### config.mk
export PLATFORM = sky130hd
export DESIGN_NAME = sbc_top
export DESIGN_NICKNAME = d
export VERILOG_FILES = /design/src/hdl/sbc_pkg.sv /design/src/hdl/sbc_baud_gen.sv /design/src/hdl/sbc_top.sv
export VERILOG_INCLUDE_DIRS = /design/src /design/src/hdl
export SDC_FILE = /design/constraint.sdc
export NUM_CORES = 1
export LEC_CHECK = 0
export ABC_CLOCK_PERIOD_IN_PS = 2600
export BUFFER_PORTS_ARGS = -buffer_cell sky130_fd_sc_hd__buf_2
export CAP_MARGIN = 10
export CORE_UTILIZATION = 30
export DETAILED_ROUTE_END_ITERATION = 10
export SYNTH_ARGS = -nofsm -noshare
export SYNTH_HDL_FRONTEND = slang
export SYNTH_HIERARCHICAL = 1
export SYNTH_SLANG_ARGS = --single-unit
### constraint.sdc
create_clock -name mclk -period 2.6 [get_ports mclk]
set_input_delay 0.78 -clock mclk [delete_from_list [all_inputs] [get_ports mclk]]
set_output_delay 0.78 -clock mclk [all_outputs]
set_load 0.01 [all_outputs]
### src/hdl/sbc_map.svh
// Functional notes
// - Async mode: receive polarity bit 1 means the receive line is inverted.
// - Sync mode: same bit 1 inverts the clocked data line, 0 keeps it.
// - Async mode: transmit polarity bit 1 idles transmit low, 0 idles high.
// - Sync mode: bit 1 changes data falling, samples rising; 0 the reverse.
// - Wide select 1 uses high:low divider bytes, 0 uses low byte only.
// - Wake-up: falling receive edge sets receive flag; bit self-clears on rising edge.
// - Wake-up bit 0: receiver assembles characters normally while the auto-baud bit is 0.
// - After reset the divider is 8-bit wide.
// - Any divider byte write restarts the baud timer at once.
`ifndef SBC_MAP_SVH
`define SBC_MAP_SVH
`define SBC_OFS_CTRL 8'h00
`define SBC_OFS_DIV_LO 8'h04
`define SBC_OFS_DIV_HI 8'h08
`define SBC_OFS_MODE 8'h0c
`define SBC_OFS_STATUS 8'h10
`define SBC_OFS_MASK 8'h14
`define SBC_OFS_RXDATA 8'h18
`define SBC_OFS_TXDATA 8'h1c
`define SBC_BIT_DRP 5
`define SBC_BIT_CTP 4
`define SBC_BIT_WIDE 3
`define SBC_BIT_WAKE 1
`define SBC_BIT_AUTOBAUD 0
`define SBC_CTRL_MASK 8'h3b
`define SBC_CTRL_RESET 8'h00
`define SBC_MODE_SYNC 0
`define SBC_MODE_SRX 1
`define SBC_MODE_BUSY 2
`define SBC_ST_RX 0
`define SBC_ST_TX 1
`define SBC_ST_ABD 2
`define SBC_ST_FERR 3
`define SBC_ST_W 4
`define SBC_OS_LAST 4'hf
`define SBC_OS_MID 4'h7
`define SBC_ABD_SHIFT 7
`define SBC_ABD_EDGES 3'h5
`endif

### src/hdl/sbc_pkg.sv
package sbc_pkg;
  typedef enum logic [1:0] {
    SBC_RX_IDLE = 2'b00,
    SBC_RX_START = 2'b01,
    SBC_RX_DATA = 2'b10,
    SBC_RX_STOP = 2'b11
  } sbc_rx_e;
  typedef enum logic [1:0] {
    SBC_TX_IDLE = 2'b00,
    SBC_TX_ASYNC = 2'b01,
    SBC_TX_SYNC = 2'b10
  } sbc_tx_e;
endpackage : sbc_pkg

### src/hdl/sbc_baud_gen.sv
`timescale 1ns/100ps
module sbc_baud_gen #(
  parameter int DIV_W = 16
) (
  // Clock and reset
  input wire logic mclk,
  input wire logic reset_n,
  // Control
  input wire logic [DIV_W-1:0] divider,
  input wire logic wide,
  input wire logic restart,
  // Rate enable
  output logic tick
);
  logic [DIV_W-1:0] count;
  logic [DIV_W-1:0] limit;

  generate
    if (DIV_W != 16)
    begin : g_chk
      $error("sbc_baud_gen: DIV_W must be 16");
    end
  endgenerate

  assign limit = wide ? divider : {{(DIV_W-8){1'b0}}, divider[7:0]};

  always_ff @(posedge mclk or negedge reset_n)
  begin
    if (!reset_n)
    begin
      count <= '0;
      tick <= 1'b0;
    end
    else if (restart)
    begin
      // Restart drops any partial period
      count <= '0;
      tick <= 1'b0;
    end
    else if (count >= limit)
    begin
      count <= '0;
      tick <= 1'b1;
    end
    else
    begin
      count <= count + 1'b1;
      tick <= 1'b0;
    end
  end

  property p_restart_clears;
    @(posedge mclk) disable iff (!reset_n)
    restart |=> (count == '0) && !tick;
  endproperty
  a_restart_clears: assert property (p_restart_clears)
    else $error("baud timer not cleared by divider write");

  property p_narrow_period;
    @(posedge mclk) disable iff (!reset_n)
    (!wide && !restart && count == {{(DIV_W-8){1'b0}}, divider[7:0]}) |=> tick;
  endproperty
  a_narrow_period: assert property (p_narrow_period)
    else $error("narrow divider period wrong");
endmodule : sbc_baud_gen

### src/hdl/sbc_top.sv
// Local design decisions: the register addresses and the APB register port.
`timescale 1ns/100ps
`include "sbc_map.svh"
module sbc_top #(
  parameter int ABD_CNT_W = 24
) (
  // Clock and reset
  input wire logic mclk,
  input wire logic reset_n,
  // APB slave
  input wire logic psel,
  input wire logic penable,
  input wire logic pwrite,
  input wire logic [7:0] paddr,
  input wire logic [31:0] pwdata,
  output logic [31:0] prdata,
  output logic pready,
  output logic pslverr,
  // Serial pins
  input wire logic rx_pin,
  output logic tx_pin,
  output logic sync_clk,
  input wire logic data_in,
  output logic data_out,
  output logic data_oe,
  // Interrupt
  output logic irq
);
  logic [7:0] ctrl;
  logic [7:0] divider_low_byte;
  logic [7:0] divider_high_byte;
  logic [1:0] mode;
  logic [`SBC_ST_W-1:0] status;
  logic [`SBC_ST_W-1:0] mask;
  logic [7:0] rx_data;
  logic rx_s1, rx_s2, rx_prev;
  logic din_s1, din_s2;
  logic tick, div_restart, hw_div_wr, wake_armed;
  logic [15:0] hw_div;
  sbc_pkg::sbc_rx_e rx_state;
  sbc_pkg::sbc_tx_e tx_state;
  logic [3:0] rx_os, tx_os;
  logic [2:0] rx_bits;
  logic [3:0] tx_bits;
  logic [7:0] rx_sh;
  logic [9:0] tx_sh;
  logic [7:0] sy_sh;
  logic [ABD_CNT_W-1:0] abd_cnt;
  logic [2:0] abd_falls;
  logic [`SBC_ST_W-1:0] next_status_set;

  generate
    if (ABD_CNT_W < 23)
    begin : g_chk
      $error("sbc_top: ABD_CNT_W must be at least 23");
    end
  endgenerate

  function automatic logic addr_hit(input logic [7:0] a, input logic [7:0] ofs);
    addr_hit = (a == ofs);
  endfunction : addr_hit

  wire apb_done = psel && penable && pready;
  wire wr = apb_done && pwrite;
  wire sync_mode = mode[`SBC_MODE_SYNC];
  wire drp = ctrl[`SBC_BIT_DRP];
  wire ctp = ctrl[`SBC_BIT_CTP];
  wire wake_en = ctrl[`SBC_BIT_WAKE];
  wire abd_en = ctrl[`SBC_BIT_AUTOBAUD];
  wire rx_level = rx_s2 ^ drp;
  wire rx_last = rx_prev ^ drp;
  wire rx_fall = rx_last && !rx_level;
  wire rx_rise = !rx_last && rx_level;
  wire din_level = din_s2 ^ drp;
  wire wake_mode = !sync_mode && wake_en;
  wire abd_mode = !sync_mode && abd_en && !wake_en;
  wire sw_div_wr = wr && (addr_hit(paddr, `SBC_OFS_DIV_LO) || addr_hit(paddr, `SBC_OFS_DIV_HI));
  wire tx_start = wr && addr_hit(paddr, `SBC_OFS_TXDATA) && tx_state == sbc_pkg::SBC_TX_IDLE;
  wire sy_lead = tick && tx_state == sbc_pkg::SBC_TX_SYNC && sync_clk == ctp;
  wire sy_trail = tick && tx_state == sbc_pkg::SBC_TX_SYNC && sync_clk != ctp;
  wire abd_end = abd_mode && rx_fall && abd_falls == `SBC_ABD_EDGES - 3'h1;
  assign div_restart = sw_div_wr || hw_div_wr;

  sbc_baud_gen #(
    .DIV_W(16)
  ) u_baud (
    .mclk(mclk),
    .reset_n(reset_n),
    .divider({divider_high_byte, divider_low_byte}),
    .wide(ctrl[`SBC_BIT_WIDE]),
    .restart(div_restart),
    .tick(tick)
  );

  // Pin synchronisers
  always_ff @(posedge mclk or negedge reset_n)
  begin
    if (!reset_n)
    begin
      rx_s1 <= 1'b1;
      rx_s2 <= 1'b1;
      rx_prev <= 1'b1;
      din_s1 <= 1'b0;
      din_s2 <= 1'b0;
    end
    else
    begin
      rx_s1 <= rx_pin;
      rx_s2 <= rx_s1;
      rx_prev <= rx_s2;
      din_s1 <= data_in;
      din_s2 <= din_s1;
    end
  end

  // APB answer: one wait state, so outputs stay registered
  always_ff @(posedge mclk or negedge reset_n)
  begin
    if (!reset_n)
    begin
      pready <= 1'b0;
      pslverr <= 1'b0;
      prdata <= 32'h00000000;
    end
    else if (psel && penable && !pready)
    begin
      pready <= 1'b1;
      pslverr <= paddr[1:0] != 2'h0 || paddr > `SBC_OFS_TXDATA;
      prdata <= 32'h00000000;
      if (!pwrite)
      begin
        case (paddr)
          `SBC_OFS_CTRL: prdata <= {24'h000000, ctrl & `SBC_CTRL_MASK};
          `SBC_OFS_DIV_LO: prdata <= {24'h000000, divider_low_byte};
          `SBC_OFS_DIV_HI: prdata <= {24'h000000, divider_high_byte};
          `SBC_OFS_MODE: prdata <= {29'h00000000, tx_state != sbc_pkg::SBC_TX_IDLE, mode};
          `SBC_OFS_STATUS: prdata <= {28'h0000000, status};
          `SBC_OFS_MASK: prdata <= {28'h0000000, mask};
          `SBC_OFS_RXDATA: prdata <= {24'h000000, rx_data};
          default: prdata <= 32'h00000000;
        endcase
      end
    end
    else
    begin
      pready <= 1'b0;
      pslverr <= 1'b0;
    end
  end

  // Control register; hardware self-clears win only when software is silent
  always_ff @(posedge mclk or negedge reset_n)
  begin
    if (!reset_n)
    begin
      ctrl <= `SBC_CTRL_RESET;
      mode <= 2'h0;
      mask <= '0;
    end
    else
    begin
      if (wr && addr_hit(paddr, `SBC_OFS_CTRL))
      begin
        ctrl <= pwdata[7:0] & `SBC_CTRL_MASK;
      end
      else
      begin
        if (wake_mode && wake_armed && rx_rise)
        begin
          ctrl[`SBC_BIT_WAKE] <= 1'b0;
        end
        if (abd_end)
        begin
          ctrl[`SBC_BIT_AUTOBAUD] <= 1'b0;
        end
      end
      if (wr && addr_hit(paddr, `SBC_OFS_MODE))
      begin
        mode <= pwdata[1:0];
      end
      if (wr && addr_hit(paddr, `SBC_OFS_MASK))
      begin
        mask <= pwdata[`SBC_ST_W-1:0];
      end
    end
  end

  // Divider bytes, also loaded by auto-baud
  always_ff @(posedge mclk or negedge reset_n)
  begin
    if (!reset_n)
    begin
      divider_low_byte <= 8'h00;
      divider_high_byte <= 8'h00;
    end
    else if (hw_div_wr)
    begin
      divider_low_byte <= hw_div[7:0];
      divider_high_byte <= hw_div[15:8];
    end
    else if (wr && addr_hit(paddr, `SBC_OFS_DIV_LO))
    begin
      divider_low_byte <= pwdata[7:0];
    end
    else if (wr && addr_hit(paddr, `SBC_OFS_DIV_HI))
    begin
      divider_high_byte <= pwdata[7:0];
    end
  end

  // Auto-baud: 0x55 gives five falling edges over eight bit times
  always_ff @(posedge mclk or negedge reset_n)
  begin
    if (!reset_n)
    begin
      abd_cnt <= '0;
      abd_falls <= 3'h0;
      hw_div_wr <= 1'b0;
      hw_div <= 16'h0000;
    end
    else
    begin
      hw_div_wr <= 1'b0;
      if (!abd_mode)
      begin
        abd_cnt <= '0;
        abd_falls <= 3'h0;
      end
      else if (abd_end)
      begin
        // Result assumes 16x oversampling in wide mode
        hw_div <= abd_cnt[`SBC_ABD_SHIFT+15:`SBC_ABD_SHIFT] - 16'h0001;
        hw_div_wr <= 1'b1;
        abd_falls <= 3'h0;
      end
      else
      begin
        if (rx_fall)
        begin
          abd_falls <= abd_falls + 3'h1;
        end
        if ((abd_falls != 3'h0 || rx_fall) && abd_cnt != '1)
        begin
          abd_cnt <= abd_cnt + 1'b1;
        end
      end
    end
  end

  // Wake-up edge tracking
  always_ff @(posedge mclk or negedge reset_n)
  begin
    if (!reset_n)
    begin
      wake_armed <= 1'b0;
    end
    else if (!wake_mode)
    begin
      wake_armed <= 1'b0;
    end
    else if (rx_fall)
    begin
      wake_armed <= 1'b1;
    end
  end

  // Asynchronous receiver, held off during wake-up and auto-baud
  always_ff @(posedge mclk or negedge reset_n)
  begin
    if (!reset_n)
    begin
      rx_state <= sbc_pkg::SBC_RX_IDLE;
      rx_os <= 4'h0;
      rx_bits <= 3'h0;
      rx_sh <= 8'h00;
      rx_data <= 8'h00;
    end
    else if (sync_mode || wake_en || abd_en)
    begin
      rx_state <= sbc_pkg::SBC_RX_IDLE;
    end
    else
    begin
      if (tick && rx_state != sbc_pkg::SBC_RX_IDLE)
      begin
        rx_os <= rx_os + 4'h1;
      end
      case (rx_state)
        sbc_pkg::SBC_RX_IDLE:
        begin
          if (rx_fall)
          begin
            rx_state <= sbc_pkg::SBC_RX_START;
            rx_os <= 4'h0;
          end
        end
        sbc_pkg::SBC_RX_START:
        begin
          if (tick && rx_os == `SBC_OS_MID)
          begin
            rx_os <= 4'h0;
            rx_bits <= 3'h0;
            rx_state <= rx_level ? sbc_pkg::SBC_RX_IDLE : sbc_pkg::SBC_RX_DATA;
          end
        end
        sbc_pkg::SBC_RX_DATA:
        begin
          if (tick && rx_os == `SBC_OS_LAST)
          begin
            rx_sh <= {rx_level, rx_sh[7:1]};
            rx_bits <= rx_bits + 3'h1;
            if (rx_bits == 3'h7)
            begin
              rx_state <= sbc_pkg::SBC_RX_STOP;
            end
          end
        end
        sbc_pkg::SBC_RX_STOP:
        begin
          if (tick && rx_os == `SBC_OS_LAST)
          begin
            rx_state <= sbc_pkg::SBC_RX_IDLE;
            if (rx_level)
            begin
              rx_data <= rx_sh;
            end
          end
        end
        default: rx_state <= sbc_pkg::SBC_RX_IDLE;
      endcase
    end
  end

  // Transmitter: async frame or sync master transfer
  always_ff @(posedge mclk or negedge reset_n)
  begin
    if (!reset_n)
    begin
      tx_state <= sbc_pkg::SBC_TX_IDLE;
      tx_os <= 4'h0;
      tx_bits <= 4'h0;
      tx_sh <= 10'h3ff;
      sy_sh <= 8'h00;
      sync_clk <= 1'b0;
      data_out <= 1'b0;
      data_oe <= 1'b0;
      tx_pin <= 1'b1;
    end
    else
    begin
      tx_pin <= (sync_mode ? 1'b1 : tx_sh[0]) ^ ctp;
      case (tx_state)
        sbc_pkg::SBC_TX_IDLE:
        begin
          sync_clk <= ctp;
          data_oe <= 1'b0;
          tx_sh <= 10'h3ff;
          if (tx_start)
          begin
            tx_os <= 4'h0;
            tx_bits <= 4'h0;
            if (sync_mode)
            begin
              tx_state <= sbc_pkg::SBC_TX_SYNC;
              sy_sh <= pwdata[7:0];
              data_oe <= !mode[`SBC_MODE_SRX];
            end
            else
            begin
              tx_state <= sbc_pkg::SBC_TX_ASYNC;
              tx_sh <= {1'b1, pwdata[7:0], 1'b0};
            end
          end
        end
        sbc_pkg::SBC_TX_ASYNC:
        begin
          if (tick)
          begin
            tx_os <= tx_os + 4'h1;
            if (tx_os == `SBC_OS_LAST)
            begin
              tx_sh <= {1'b1, tx_sh[9:1]};
              tx_bits <= tx_bits + 4'h1;
              if (tx_bits == 4'h9)
              begin
                tx_state <= sbc_pkg::SBC_TX_IDLE;
              end
            end
          end
        end
        sbc_pkg::SBC_TX_SYNC:
        begin
          if (tick)
          begin
            sync_clk <= !sync_clk;
          end
          if (sy_lead)
          begin
            data_out <= sy_sh[tx_bits[2:0]] ^ drp;
          end
          if (sy_trail)
          begin
            sy_sh[tx_bits[2:0]] <= din_level;
            tx_bits <= tx_bits + 4'h1;
            if (tx_bits == 4'h7)
            begin
              tx_state <= sbc_pkg::SBC_TX_IDLE;
            end
          end
        end
        default: tx_state <= sbc_pkg::SBC_TX_IDLE;
      endcase
    end
  end

  // Sticky status; a set in the clearing cycle survives
  always_comb
  begin
    next_status_set = '0;
    next_status_set[`SBC_ST_RX] = (wake_mode && rx_fall) ||
      (rx_state == sbc_pkg::SBC_RX_STOP && tick && rx_os == `SBC_OS_LAST && rx_level) ||
      (sy_trail && tx_bits == 4'h7 && mode[`SBC_MODE_SRX]);
    next_status_set[`SBC_ST_TX] = (tx_state == sbc_pkg::SBC_TX_ASYNC && tick &&
      tx_os == `SBC_OS_LAST && tx_bits == 4'h9) || (sy_trail && tx_bits == 4'h7);
    next_status_set[`SBC_ST_ABD] = abd_end;
    next_status_set[`SBC_ST_FERR] = rx_state == sbc_pkg::SBC_RX_STOP && tick &&
      rx_os == `SBC_OS_LAST && !rx_level;
  end

  always_ff @(posedge mclk or negedge reset_n)
  begin
    if (!reset_n)
    begin
      status <= '0;
      irq <= 1'b0;
    end
    else
    begin
      if (wr && addr_hit(paddr, `SBC_OFS_STATUS))
      begin
        status <= (status & ~pwdata[`SBC_ST_W-1:0]) | next_status_set;
      end
      else
      begin
        status <= status | next_status_set;
      end
      irq <= |(status & mask);
    end
  end

  property p_wake_flag;
    @(posedge mclk) disable iff (!reset_n)
    (wake_mode && rx_fall) |=> status[`SBC_ST_RX];
  endproperty
  a_wake_flag: assert property (p_wake_flag)
    else $error("wake edge did not set receive flag");

  property p_wake_clear;
    @(posedge mclk) disable iff (!reset_n)
    (wake_mode && wake_armed && rx_rise && !wr) |=> !ctrl[`SBC_BIT_WAKE];
  endproperty
  a_wake_clear: assert property (p_wake_clear)
    else $error("wake-up enable did not self-clear");

  property p_wake_no_rx;
    @(posedge mclk) disable iff (!reset_n)
    wake_en |=> rx_state == sbc_pkg::SBC_RX_IDLE;
  endproperty
  a_wake_no_rx: assert property (p_wake_no_rx)
    else $error("receiver ran during wake-up");

  property p_rx_start;
    @(posedge mclk) disable iff (!reset_n)
    (rx_state == sbc_pkg::SBC_RX_IDLE && rx_fall && !sync_mode && !wake_en && !abd_en)
      |=> rx_state == sbc_pkg::SBC_RX_START;
  endproperty
  a_rx_start: assert property (p_rx_start)
    else $error("receiver missed start edge");

  property p_tx_idle;
    @(posedge mclk) disable iff (!reset_n)
    (tx_state == sbc_pkg::SBC_TX_IDLE && !sync_mode && !tx_start) [*2]
      |-> tx_pin == !$past(ctp);
  endproperty
  a_tx_idle: assert property (p_tx_idle)
    else $error("transmit idle level wrong");

  property p_sync_lead;
    @(posedge mclk) disable iff (!reset_n)
    sy_lead |=> sync_clk != ctp && data_out == (sy_sh[$past(tx_bits[2:0])] ^ drp);
  endproperty
  a_sync_lead: assert property (p_sync_lead)
    else $error("sync data not changed on leading edge");

  property p_abd_done;
    @(posedge mclk) disable iff (!reset_n)
    (abd_end && !wr) |=> !ctrl[`SBC_BIT_AUTOBAUD] && hw_div_wr ##1 status[`SBC_ST_ABD];
  endproperty
  a_abd_done: assert property (p_abd_done)
    else $error("auto-baud completion wrong");

  property p_reset_narrow;
    @(posedge mclk) $rose(reset_n) |-> !ctrl[`SBC_BIT_WIDE];
  endproperty
  a_reset_narrow: assert property (p_reset_narrow)
    else $error("divider not narrow after reset");

  property p_irq;
    @(posedge mclk) disable iff (!reset_n)
    ##1 irq == $past(|(status & mask));
  endproperty
  a_irq: assert property (p_irq)
    else $error("interrupt output wrong");

  c_rx_char: cover property (@(posedge mclk) disable iff (!reset_n)
    rx_state == sbc_pkg::SBC_RX_STOP ##1 status[`SBC_ST_RX]);
  c_wake: cover property (@(posedge mclk) disable iff (!reset_n) $fell(wake_en));
  c_abd: cover property (@(posedge mclk) disable iff (!reset_n) abd_end);
  c_sync: cover property (@(posedge mclk) disable iff (!reset_n)
    $fell(tx_state == sbc_pkg::SBC_TX_SYNC));
endmodule : sbc_top

; Yosys cells after proc, flatten, opt, wreduce, memory -nomap -nowiden
; Index checks and enable logic that the tools add are counted.
[word_totals]
latch_bits = 0
mem_bits_rw = 0
regBits = 190
wordCells = 266
out_inout_bits = 39
input_bits = 47
rom_bits = 0
memories = 0
[classes]
magnitude_cmp = 4
n_reduce_logical = 86
n_shift = 0
n_mux = 77
n_mul = 0
add_sub_neg = 8
n_eq_ne = 42
n_bitwise = 11
div = 0
[ops]
columns = op, n
row1 = $mux W24, 3
row2 = $mux W8, 9
row3 = $pmux W8 S7, 1
row4 = $mux W16, 3
row5 = $logic_and A1 B1 Y1, 40
row6 = $mux W4, 9
row7 = $eq A8 B5 Y1 const B, 4
row8 = $mux W2, 15
row9 = $add A24 B1 Y24 const B, 1
row10 = $ne A24 B24 Y1 const B, 1
row11 = $mux W10, 2
row12 = $ne A2 B2 Y1 const B, 10
row13 = $pmux W10 S2, 1
row14 = $reduce_bool A2 Y1, 10
row15 = $mux W9, 2
row16 = $add A16 B1 Y16 const B, 1
row17 = $eq A8 B4 Y1 const B, 2
row18 = $ge A16 B16 Y1, 1
row19 = $mux W1, 16
row20 = $pmux W4 S2, 2
row21 = $pmux W8 S2, 1
row22 = $sub A16 B1 Y16 const B, 1
row23 = $mux W3, 5
row24 = $ne A3 B3 Y1 const B, 5
row25 = 39 further kinds, 83

; Depth between registers and ports, before layout
; Gate-level depths: netlist of run 1.
[depth]
depth_word = 8
ltp_mapped = 11
mapped_depth_nobuf = 9

; By module
; The synthesis of run 1 kept the hierarchy.
[modules_own_cells]
columns = mod, cells_each, instances, area_per_inst_um2
row1 = sbc_top, 803, 1, 7876.3
row2 = sbc_baud_gen, 132, 1, 1255.0

; Worst setup path after synthesis of run 1
; No wires, ideal clock.
[synth_timing]
path_kind = input port to flip-flop
from = in paddr[4]
to = reg u_baud.count[11]
required_time_ns = 2.531
t_arrival_ns = 2.789
setup_ns = 0.069
path_stages = 9
path_slack_ns = -0.258
path_cell_list = clkbuf_1 buf_1 nor3_1 o21ai_0 nand2b_1 or3_1 a211o_4 buf_12 nor2_2
[synth_via]
elab_chain_len = 5
elab_cells_between_ends = 6
classes_between = eq/ne (2) / mux (1) / reduce/logical (3)
[synth_lines]
columns = item, line_no
row1 = from (decl), sbc_top.sv:14  ; input wire logic [7:0] paddr,
row2 = $eq A8 B3 Y1 / $eq A8 B4 Y1 (equally long branches), sbc_top.sv:60  ; addr_hit = (a == ofs);
row3 = $logic_or A1 B1 Y1 *, sbc_top.sv:77  ; wire sw_div_wr = wr && (addr_hit(paddr, `SBC_OFS_DIV_LO) || addr_hit(paddr, `SBC_OFS_DIV_HI));
row4 = $logic_and A1 B1 Y1 *, sbc_top.sv:77
row5 = $logic_or A1 B1 Y1 *, sbc_top.sv:82  ; assign div_restart = sw_div_wr || hw_div_wr;
row6 = named net div_restart, sbc_top.sv:38  ; logic tick, div_restart, hw_div_wr, wake_armed;
row7 = $mux W16 *, sbc_baud_gen.sv:34  ; else if (restart)
row8 = to (signal assigned), sbc_baud_gen.sv:47  ; count <= count + 1'b1;
row9 = to (decl), sbc_baud_gen.sv:15  ; logic [DIV_W-1:0] count;
; Mark *: on every way through the listed nets, which the timed path passes. The rest lies on a longest branch.
; A chain may end at the register's enable or synchronous reset.

; Final worst setup path of run 1
[layout_timing]
from = reg rx_prev
to = reg abd_cnt[10]
[layout_via]
elab_chain_len = 6
elab_cells_between_ends = 9
classes_between = eq/ne (2) / bitwise (1) / reduce/logical (6)
[layout_lines]
columns = item, line_no
row1 = from (decl), sbc_top.sv:36  ; logic rx_s1, rx_s2, rx_prev;
row2 = from (signal assigned), sbc_top.sv:110  ; rx_prev <= rx_s2;
row3 = $xor A1 B1 Y1 *, sbc_top.sv:71  ; wire rx_last = rx_prev ^ drp;
row4 = $logic_and A1 B1 Y1 *, sbc_top.sv:72  ; wire rx_fall = rx_last && !rx_level;
row5 = $logic_or A1 B1 Y1 / $logic_and A1 B1 Y1 (equally long branches), "sbc_top.sv:242, sbc_top.sv:81"
row6 = $logic_and A1 B1 Y1 (on tied branches), "sbc_top.sv:242, sbc_top.sv:81"
row7 = $ne A2 B1 Y1 (no line) / $ne A2 B2 Y1 (equally long branches), --
row8 = $reduce_and A2 Y1 (no line) *, --
row9 = to (signal assigned), sbc_top.sv:244  ; abd_cnt <= abd_cnt + 1'b1;
row10 = to (decl), sbc_top.sv:48  ; logic [ABD_CNT_W-1:0] abd_cnt;
; Every way passes the cells marked *; elsewhere a longest branch is shown, timed or not.

==> results of run 1 <==
-- kinds of logic (layout without fill, tap and decap cells) --
logic type / Yosys count / after routing
other cells: 1 / 24
buf+inv: 97 / 146
mux: 72 / 72
flops: 165 / 165
fa+ha+maj: 31 / 31
simple gates: 354 / 354
compound gates: 162 / 162
xor+xnor: 53 / 53
-- final timing paths --
check / start / to / slack [ns] / depth (start not counted)
min in group mclk: din_s1 / din_s2 / 0.35 / 0
max in group asynchronous: reset_n / ctrl[4] / 1.65 / 2
hold reg to reg: din_s1 / din_s2 / 0.35 / 0
hold / removal: reset_n / sy_sh[5] / 0.28 / 1
setup / recovery: rx_prev / abd_cnt[10] / 0.28 / 9
setup reg to reg: rx_prev / abd_cnt[10] / 0.28 / 9
-- power by group --
part | switching [mW] | internal [mW]
Sequential | 0.223 | 2.82
Combinational | 0.682 | 0.500
Clock | 1.01 | 1.56
Total | 1.92 | 4.88
-- metal layers --
metal / track usage [%] / vias up
li1: - / 3388
met1: 18.8 / 3394
met2: 22.9 / 112
met3: 2.69 / 17
met4: 4.09 / 0
met5: 0 / -
-- metrics by stage --
step	TNS (ns)	area, um^2	util (%)
global route	0	10500	35.2
finish	0	10500	35.2
floorplan	0	9230	-
global placement	-0.130	9910	33.3
CTS	0	10500	35.2
detailed placement	-0.571	9910	33.3
-- cell usage in the layout, fill, tap and decap left out, types with 20 or more instances in the layout --
cell type / instances
dfrtp_1: 152
nand2_1: 106
nor2_1: 78
o21ai_0: 63
mux2_2: 45
buf_4: 44
a21oi_1: 41
nand3_1: 37
buf_2: 36
xor2_1: 33
ha_1: 31
inv_1: 30
mux2i_1: 25
conb_1: 24
nor3_1: 20
xnor2_1: 20
-- sequential cells by signal, summed over array words and instances (netlist names), 5 cells and up --
name / cells
ctrl: 5
divider_high_byte: 8
hw_div: 16
divider_low_byte: 8
tx_sh: 9
rx_data: 8
prdata: 8
u_baud/count: 16
abd_cnt: 24
sy_sh: 8
rx_sh: 8
-- cell usage after synthesis, types with 3 or more instances --
| cell type | count |
|---|---|
| buf_6 | 3 |
| xor2_1 | 33 |
| a22oi_1 | 11 |
| ha_1 | 31 |
| o221ai_1 | 3 |
| dfrtp_1 | 152 |
| dfstp_2 | 13 |
| mux2i_1 | 25 |
| nor4_1 | 7 |
| nor4_4 | 3 |
| and4_1 | 11 |
| buf_4 | 24 |
| and2_1 | 4 |
| o22ai_1 | 4 |
| nor3_1 | 21 |
| nor2_1 | 78 |
| a221oi_1 | 3 |
| nand4_1 | 17 |
| nor2_2 | 9 |
| xnor2_1 | 20 |
| a22o_1 | 4 |
| nor3b_1 | 8 |
| a31oi_1 | 7 |
| a21oi_1 | 41 |
| nand2b_1 | 5 |
| nand3_1 | 37 |
| clkbuf_1 | 31 |
| or3_1 | 10 |
| and3_1 | 14 |
| buf_2 | 5 |
| o21ai_0 | 63 |
| inv_1 | 30 |
| nand2_1 | 106 |
| nand3b_1 | 5 |
| mux2_2 | 45 |
-- layout make-up --
type                            instances  area share, %
Sequential cell                       165           39.5
Multi-Input combinational cell        696           43.6
Timing Repair Buffer                   84           5.54
Clock buffer                           23           4.46
Clock inverter                          8           1.18
Inverter                               31           1.11
Tap cell                              390           4.65
-- critical path: stages (launching register included) --
cell and delay, ns:
dfstp_2 0.54, or3b_1 0.37, and2_4 0.20, or3_1 0.40, inv_2 0.08, a21oi_2 0.08, buf_4 0.22, nand3b_1 0.11
xor2_1 0.15, nor2_1 0.05
==> results.toml, run 1 <==
[placement]
placement.io_buffers = 37
dpl.cell_count = 1366
detailedPlace.worstSlack_ns = -0.0523
routabilityCongestion = 0.821
dp_hpwl_mm = 15.2

[setup_path]
crit_path_max_fanout = 11
endpoint_kind = "register"
worst-endpoint-arrival_ns = 2.62
cp-start-kind = "register"
path_class = "register to register"
cp.required_ns = 2.90

[pwr]
power.ir.vdd_worst_mv = 0.373
p_leak_nw = 4.76
power_mw = 6.80
powerDensity_nw_per_um2 = 648

[floorplanning]
num_rows = 63
boundaryPins = 86
start_util_pct = 30.6
floorplan_die_area_um2 = 31100
die-height_um = 176
fp.coreArea_um2 = 29800
die_width_um = 176

[synth]
synth_flop_cell = "dfrtp_1"
synth_compound_area_share_pct = 11.1
synth_sequential_area_ratio_pct = 45.4
synth-adder-area-share_pct = 4.25
synthMuxAreaShare_pct = 8.66
yosys_register_bits = 165
largest_family_of_logic_cells_by_synthesized_area = "simple AND/OR/NAND/NOR gates"
yosysTopAreaCellShare_pct = 41.7
synth_top_cells_by_area = "dfrtp_1 42%, mux2_2 5.5%, nand2_1 4.4%"
synth_edf_count = 0
ys_warn_count = 6
post_synth_xor_area_fraction_pct = 5.08
synth_simple_gate_area_share_pct = 20.0
syn_area_per_cell_um2 = 9.77
async_reset_ff_share_pct = 100
synthDominantAreaCellType = "dfrtp_1"
post_synth_inst_count = 935
synth.distinct_cells = 81
synthesis.area_um2 = 9130

[grt]
number_of_antenna_violations_at_the_first_check_in_global_routing = 0
grt_first_pass_wirelength_mm = 34.6
grt_util_all_layers_pct = 14.0
first_global_vias = 6780
pin_count_of_the_biggest_net_entering_global_routing = 55
grt_overflow = 0

[cts]
htreeDepth = 4
postCtsHoldBufs = 0
clock_tree.root_cell = "clkbuf_16"
worstSkewPairLatency_ns = 0.43
cts_buffer_depth = 2
post-cts-setup-buffer-count = 0
clk_pin_slew_ns = 0.06
postCtsResizedCells = 0
cts_tree = "built"
cts_sinks = 165
cts-buffers-inserted = 17

[route]
routedLengthMet1_mm = 9.99
routed_wl_mm = 20.9
route.met2.wl_mm = 9.86
drt_first_iter_violations = 463
ant_nets = 0
top_signal_layer_used = "met4"
viasPerCell = 4.95
detail_route.drc_violations = 0
met3RoutedLength_um = 751
dr.pass1.iters = 5
route.detailed.wl_per_inst_um = 14.9
count_of_vias_placed_by_the_detailed_router = 6911

[hold_path]
holdCritPathClass = "input port to asynchronous set/reset pin"

[finish]
num-fill-cells = 2987
final-instance-count-excl-fill = 1397
syn_to_final_growth_pct = 15.0
nNetsFinal = 1073
register_area_um2 = 4150
layout-drive-gt1-share_pct = 19.9
footprint_of_the_multi_input_gates_um2 = 4580
insertedDiodeCount = 0

[timing]
period_minus_slack_ns = 2.32
unrepaired_setup_endpoints_after_global_routing = "false"
finalSetupViolCount = 0
finalHoldWorstSlack_ns = 0.279
clock.fmax_ghz = 0.432
period_share_pct = 89.1
finalHoldViolations = 0
fin_skew_ns = 0.0134
max_slew_margin_pct = 58.9
final.setup.worst_slack_ns = 0.283
drv_slew = 0
max_slew.worst_pin.slew_ns = 0.612

[run_status]
run_status = "completed"

[job]
max_cap_viol_count = 0
Power figures use the tool's default switching activity.
==> run 2: changes to the inputs <==
Settings changed: CELL_PAD_IN_SITES_DETAIL_PLACEMENT set to 1, CELL_PAD_IN_SITES_GLOBAL_PLACEMENT set to 1, PLACE_DENSITY_LB_ADDON set to 0.1.
==> run 2 against run 1 <==
Total power rose by 2.7%. Non-clock buffer count rose by 11. Global-route usage rose by 3.0 points. Largest cell class unchanged. Critical endpoint unchanged. Critical path type unchanged. Clock power rose by 5%. Combinational power rose by 5%.
==> results.toml, run 2 (synthesized netlist as in run 1, its figures left out) <==
[setup_path]
worstRegToRegCells = 6
timing.critical_path.to = "abd_cnt[10]"
cp_cell_sequence = "or3b_2, nor3b_1, a21oi_2, nand3b_1, xor2_1, nor2_1"
reg2reg_slack_ns = 0.20
crit_path_max_fanout = 11
endpoint_kind = "register"
cp-startpoint = "mode[0]"
worst_path_dominant_cell_family = "simple AND/OR/NAND/NOR gates"
worst_r2r_endpoint = "abd_cnt[10]"
cp-start-kind = "register"
path_class = "register to register"
crit_buf_inv = 0
worst_r2r_startpoint = "mode[0]"
cp.required_ns = 2.91
critical_path_depth = 6
critPathMaxStageDelay_ns = 0.59
worst-endpoint-arrival_ns = 2.71
timing.critical_path.slowest_stage_cell = "nor3b_1"

[grt]
pin_count_of_the_biggest_net_entering_global_routing = 46
grt_first_pass_wirelength_mm = 40.9
number_of_antenna_violations_at_the_first_check_in_global_routing = 1
grt_util_all_layers_pct = 17.0
first_global_vias = 7134
grt_overflow = 0

[finish]
largest_registers = "abd_cnt x24, hw_div x16, u_baud/count x16"
layout_commonest_cell = "dfrtp_1"
nNetsFinal = 1085
insertedDiodeCount = 0
registers.top_by_ff_count = "abd_cnt"
largest_register_ffs = 24
final_cell_mix = "152 x dfrtp_1, 106 x nand2_1, 78 x nor2_1"
layout-drive-gt1-share_pct = 21.1
syn_to_final_growth_pct = 16.3

[route]
count_of_vias_placed_by_the_detailed_router = 6916
dr.pass1.iters = 4
routed_wl_mm = 25.4
detail_route.drc_violations = 0
route.detailed.wl_per_inst_um = 18.0
viasPerCell = 4.91
ant_nets = 0
drt_first_iter_violations = 289

[run_status]
run_status = "completed"

[floorplanning]
start_util_pct = 30.6
fp.coreArea_um2 = 29800
boundaryPins = 86
die-height_um = 176
die_width_um = 176
num_rows = 63
floorplan_die_area_um2 = 31100

[timing]
fin_skew_ns = 0.0116
period_minus_slack_ns = 2.40
finalSetupViolCount = 0
max_slew_margin_pct = 54.5
clock.fmax_ghz = 0.417
drv_slew = 0
max_slew.worst_pin.slew_ns = 0.681
period_share_pct = 92.3
final.setup.worst_slack_ns = 0.200
finalHoldViolations = 0
setup_total_negative_slack_ns = 0
unrepaired_setup_endpoints_after_global_routing = "false"

[cts]
worstSkewPairLatency_ns = 0.43
htreeDepth = 4
cts-buffers-inserted = 17
cts_tree = "built"
cts_buffer_depth = 2
clock_tree.root_cell = "clkbuf_16"
cts_sinks = 165
clk_pin_slew_ns = 0.07

[placement]
placement.io_buffers = 37
routabilityCongestion = 0.775
detailedPlace.worstSlack_ns = -0.256
dp_hpwl_mm = 18.5

[pwr]
power.sequential.fraction_pct = 43.7
power.share.combinational_pct = 17.7
sw_frac_of_total_pct = 29.6
power_mw = 6.98
power.ir.vdd_worst_mv = 0.427
clock_power_share_pct = 38.6
p_leak_nw = 4.83
total_switching_power_mw = 2.07
powerDensity_nw_per_um2 = 657
internal-power_mw = 4.92

[hold_path]
holdCritPathClass = "input port to asynchronous set/reset pin"

[job]
max_cap_viol_count = 0
run 2: cell types whose count changed in the layout (fill, tap and decap cells not counted), sizes merged:
cell,before,now
clkbuf,23,21
clkinvlp,2,3
inv,32,33
buf,84,95
a21oi,42,43
run 2: area by class of cell:
type | count | area [um^2]
fillers | 3422 | 19200
inverters | 31 | 116
clock inverters | 10 | 144
well taps | 390 | 488
multi-input cells | 697 | 4590
clock buffers | 21 | 470
flip-flops and latches | 165 | 4150
repair buffers | 95 | 664
run 2: power groups by stage:
stage	clock (mW)	combinational, mW	sequential, mW
after global placement	0	1.23	3.09
after detailed placement	0	1.25	3.10
after global routing	2.87	1.41	3.09
final	2.70	1.24	3.05
after CTS	2.79	1.26	3.06
after floorplan	0	0.886	3.00
run 2: timing repair:
| item | CTS | global route |
|---|---|---|
| cloned | 0 | 1 |
| hold buffers | 0 | 0 |
| endpoints found under the setup margin | 3 | 2 |
| setup buffers | 0 | 0 |
| pin swaps | 0 | 1 |
| gates resized for setup | 1 | 0 |
run 2: layer usage:
layer | global-route usage, % | vias to the layer above | share of wire [%]
li1 | - | 3397 | -
met1 | 25.0 | 3427 | 52
met2 | 25.9 | 79 | 44
met3 | 2.58 | 13 | 2.4
met4 | 4.42 | 0 | 1.0
met5 | 0 | - | 0
run 2: through the flow:
stage          cells  utilization [%]  hold slack [ns]  instance area, um^2
6_report        1409             35.7            0.282                10600
5_1_grt         1409             35.7            0.319                10600
4_1_cts         1408             35.6            0.296                10600
3_5_place_dp    1377             33.5            0.336                 9990
3_3_place_gp    1377             33.5            0.334                 9990
2_1_floorplan    958                -            0.331                 9230
run 2: worst min-delay path by stage:
| stage | endpoint |
|---|---|
| after floorplan | din_s2 |
| after global placement | din_s2 |
| after detailed placement | din_s2 |
| after CTS | tx_state[0] |
| after global routing | tx_os[2] |
| final | tx_os[2] |
==> run 3: changes to the inputs <==
Settings changed: PLACE_DENSITY set to 0.56, PLACE_DENSITY_LB_ADDON 0.1 to unset.
==> run 3 against run 2 <==
Die area unchanged. Largest power group unchanged. Global-route usage decreased by 0.78 points. Worst setup slack better by 0.095 ns. Clock power shrank 8.1%. Critical path type unchanged. Flip-flop and latch count is the same. Critical endpoint is now abd_cnt[0]. First-iteration DRC count is 22% higher.
==> results.toml, run 3 (synthesized netlist as in run 1, its figures left out) <==
[floorplanning]
start_util_pct = 30.6
die-height_um = 176
die_width_um = 176
num_rows = 63
floorplan_die_area_um2 = 31100
boundaryPins = 86
fp.coreArea_um2 = 29800

[setup_path]
cp_cell_sequence = "or3b_1, and2_4, or3_1, inv_2, a21oi_2, buf_12, nand2_2, mux2_1"
crit_path_max_fanout = 22
worst-endpoint-arrival_ns = 2.63
cp.required_ns = 2.92
cp-start-kind = "register"
critPathMaxStageDelay_ns = 0.55
path_class = "register to register"
endpoint_kind = "register"
timing.critical_path.slowest_stage_cell = "dfstp_2"

[finish]
registers.top_by_ff_count = "abd_cnt"
largest_registers = "abd_cnt x24, hw_div x16, u_baud/count x16"
fin_area_um2 = 10500
final_cell_mix = "152 x dfrtp_1, 106 x nand2_1, 78 x nor2_1"
layout_commonest_cell = "dfrtp_1"
syn_to_final_growth_pct = 15.5
nNetsFinal = 1079
layout-drive-gt1-share_pct = 20.7
largest_register_ffs = 24
insertedDiodeCount = 0
post-route-util_pct = 35.4
final-instance-count-excl-fill = 1403

[placement]
dpl.cell_count = 1372
dpl_cell_area_um2 = 9980
placement.io_buffers = 37
detailedPlace.worstSlack_ns = -0.0902
dp_hpwl_mm = 18.0
routabilityCongestion = 0.759

[grt]
pin_count_of_the_biggest_net_entering_global_routing = 44
grt_overflow = 0
grt_util_all_layers_pct = 16.3
first_global_vias = 7173
number_of_antenna_violations_at_the_first_check_in_global_routing = 0
grt_first_pass_wirelength_mm = 39.5

[pwr]
power.sequential.fraction_pct = 45.1
power_mw = 6.75
sw_frac_of_total_pct = 30.6
total_switching_power_mw = 2.07
clock_power_share_pct = 36.7
power.ir.vdd_worst_mv = 0.429
powerDensity_nw_per_um2 = 641
p_leak_nw = 4.79
internal-power_mw = 4.69
power.share.combinational_pct = 18.3

[run_status]
run_status = "completed"

[timing]
fin_skew_ns = 0.0131
finalSetupViolCount = 0
final.setup.worst_slack_ns = 0.295
finalHoldViolations = 0
drv_slew = 0
clock.fmax_ghz = 0.434
period_share_pct = 88.7
max_slew.worst_pin.slew_ns = 0.629
max_slew_margin_pct = 57.7
period_minus_slack_ns = 2.31
unrepaired_setup_endpoints_after_global_routing = "false"

[cts]
cts_sinks = 165
clk_pin_slew_ns = 0.07
htreeDepth = 4
postCtsResizedCells = 0
cts_tree = "built"
worstSkewPairLatency_ns = 0.43
cts_buffer_depth = 2
postCtsHoldBufs = 0
cts-buffers-inserted = 17
clock_tree.root_cell = "clkbuf_16"
post-cts-setup-buffer-count = 0

[route]
ant_nets = 0
viasPerCell = 4.96
route.detailed.wl_per_inst_um = 17.2
routed_wl_mm = 24.2
count_of_vias_placed_by_the_detailed_router = 6952
drt_first_iter_violations = 352
dr.pass1.iters = 5
detail_route.drc_violations = 0

[job]
max_cap_viol_count = 0

[hold_path]
holdCritPathClass = "input port to asynchronous set/reset pin"
-- run 3: cell type report --
cell class | count | area, um^2
multi-input combinational | 696 | 4580
inverter | 31 | 116
tap | 390 | 488
clock inverter | 13 | 125
clock buffer | 18 | 439
timing repair buffer | 90 | 652
fill | 3391 | 19300
sequential | 165 | 4150
-- run 3: stage by stage --
| step | setup TNS [ns] | hold WS (ns) |
|---|---|---|
| 6_report | 0 | 0.269 |
| 5_1_grt | 0 | 0.291 |
| 4_1_cts | 0 | 0.279 |
| 2_1_floorplan | 0 | 0.331 |
| 3_3_place_gp | -1.07 | 0.339 |
| 3_5_place_dp | -1.47 | 0.344 |
-- run 3: routing by layer --
metal  wire, um  part of all wire, %  GRT usage (%)  vias to the layer above
met5          0                    0              0                        -
met4        325                  1.3           4.45                        0
met3        570                  2.4           2.67                       16
met2      11300                   47           26.5                       71
met1      12000                   49           22.2                     3478
li1           -                    -              -                     3387
-- run 3: worst paths after layout --
path	startpoint	end	slack, ns	depth (start not counted)
setup reg to reg	rx_prev	abd_cnt[0]	0.29	8
max in group asynchronous	reset_n	tx_sh[1]	1.67	2
setup / recovery	rx_prev	abd_cnt[0]	0.29	8
hold reg to reg	rx_s1	rx_s2	0.36	0
min in group mclk	rx_s1	rx_s2	0.36	0
hold / removal	reset_n	din_s1	0.27	1
-- run 3: power groups by stage --
stage | clock network (mW) | registers [mW] | logic, mW
floorplan | 0 | 3.00 | 0.886
global placement | 0 | 3.08 | 1.22
detailed placement | 0 | 3.09 | 1.24
CTS | 2.54 | 3.05 | 1.25
global route | 2.64 | 3.09 | 1.39
finish | 2.48 | 3.04 | 1.23
-- run 3: worst max-delay path: cells and delay by family, from the launching register on --
family / cells / cell delay (ns)
and+or+nand+nor: 4 / 1.06
DFF: 1 / 0.55
muxes: 1 / 0.31
buffers and inverters: 2 / 0.24
AOI/OAI and AO/OA: 1 / 0.04
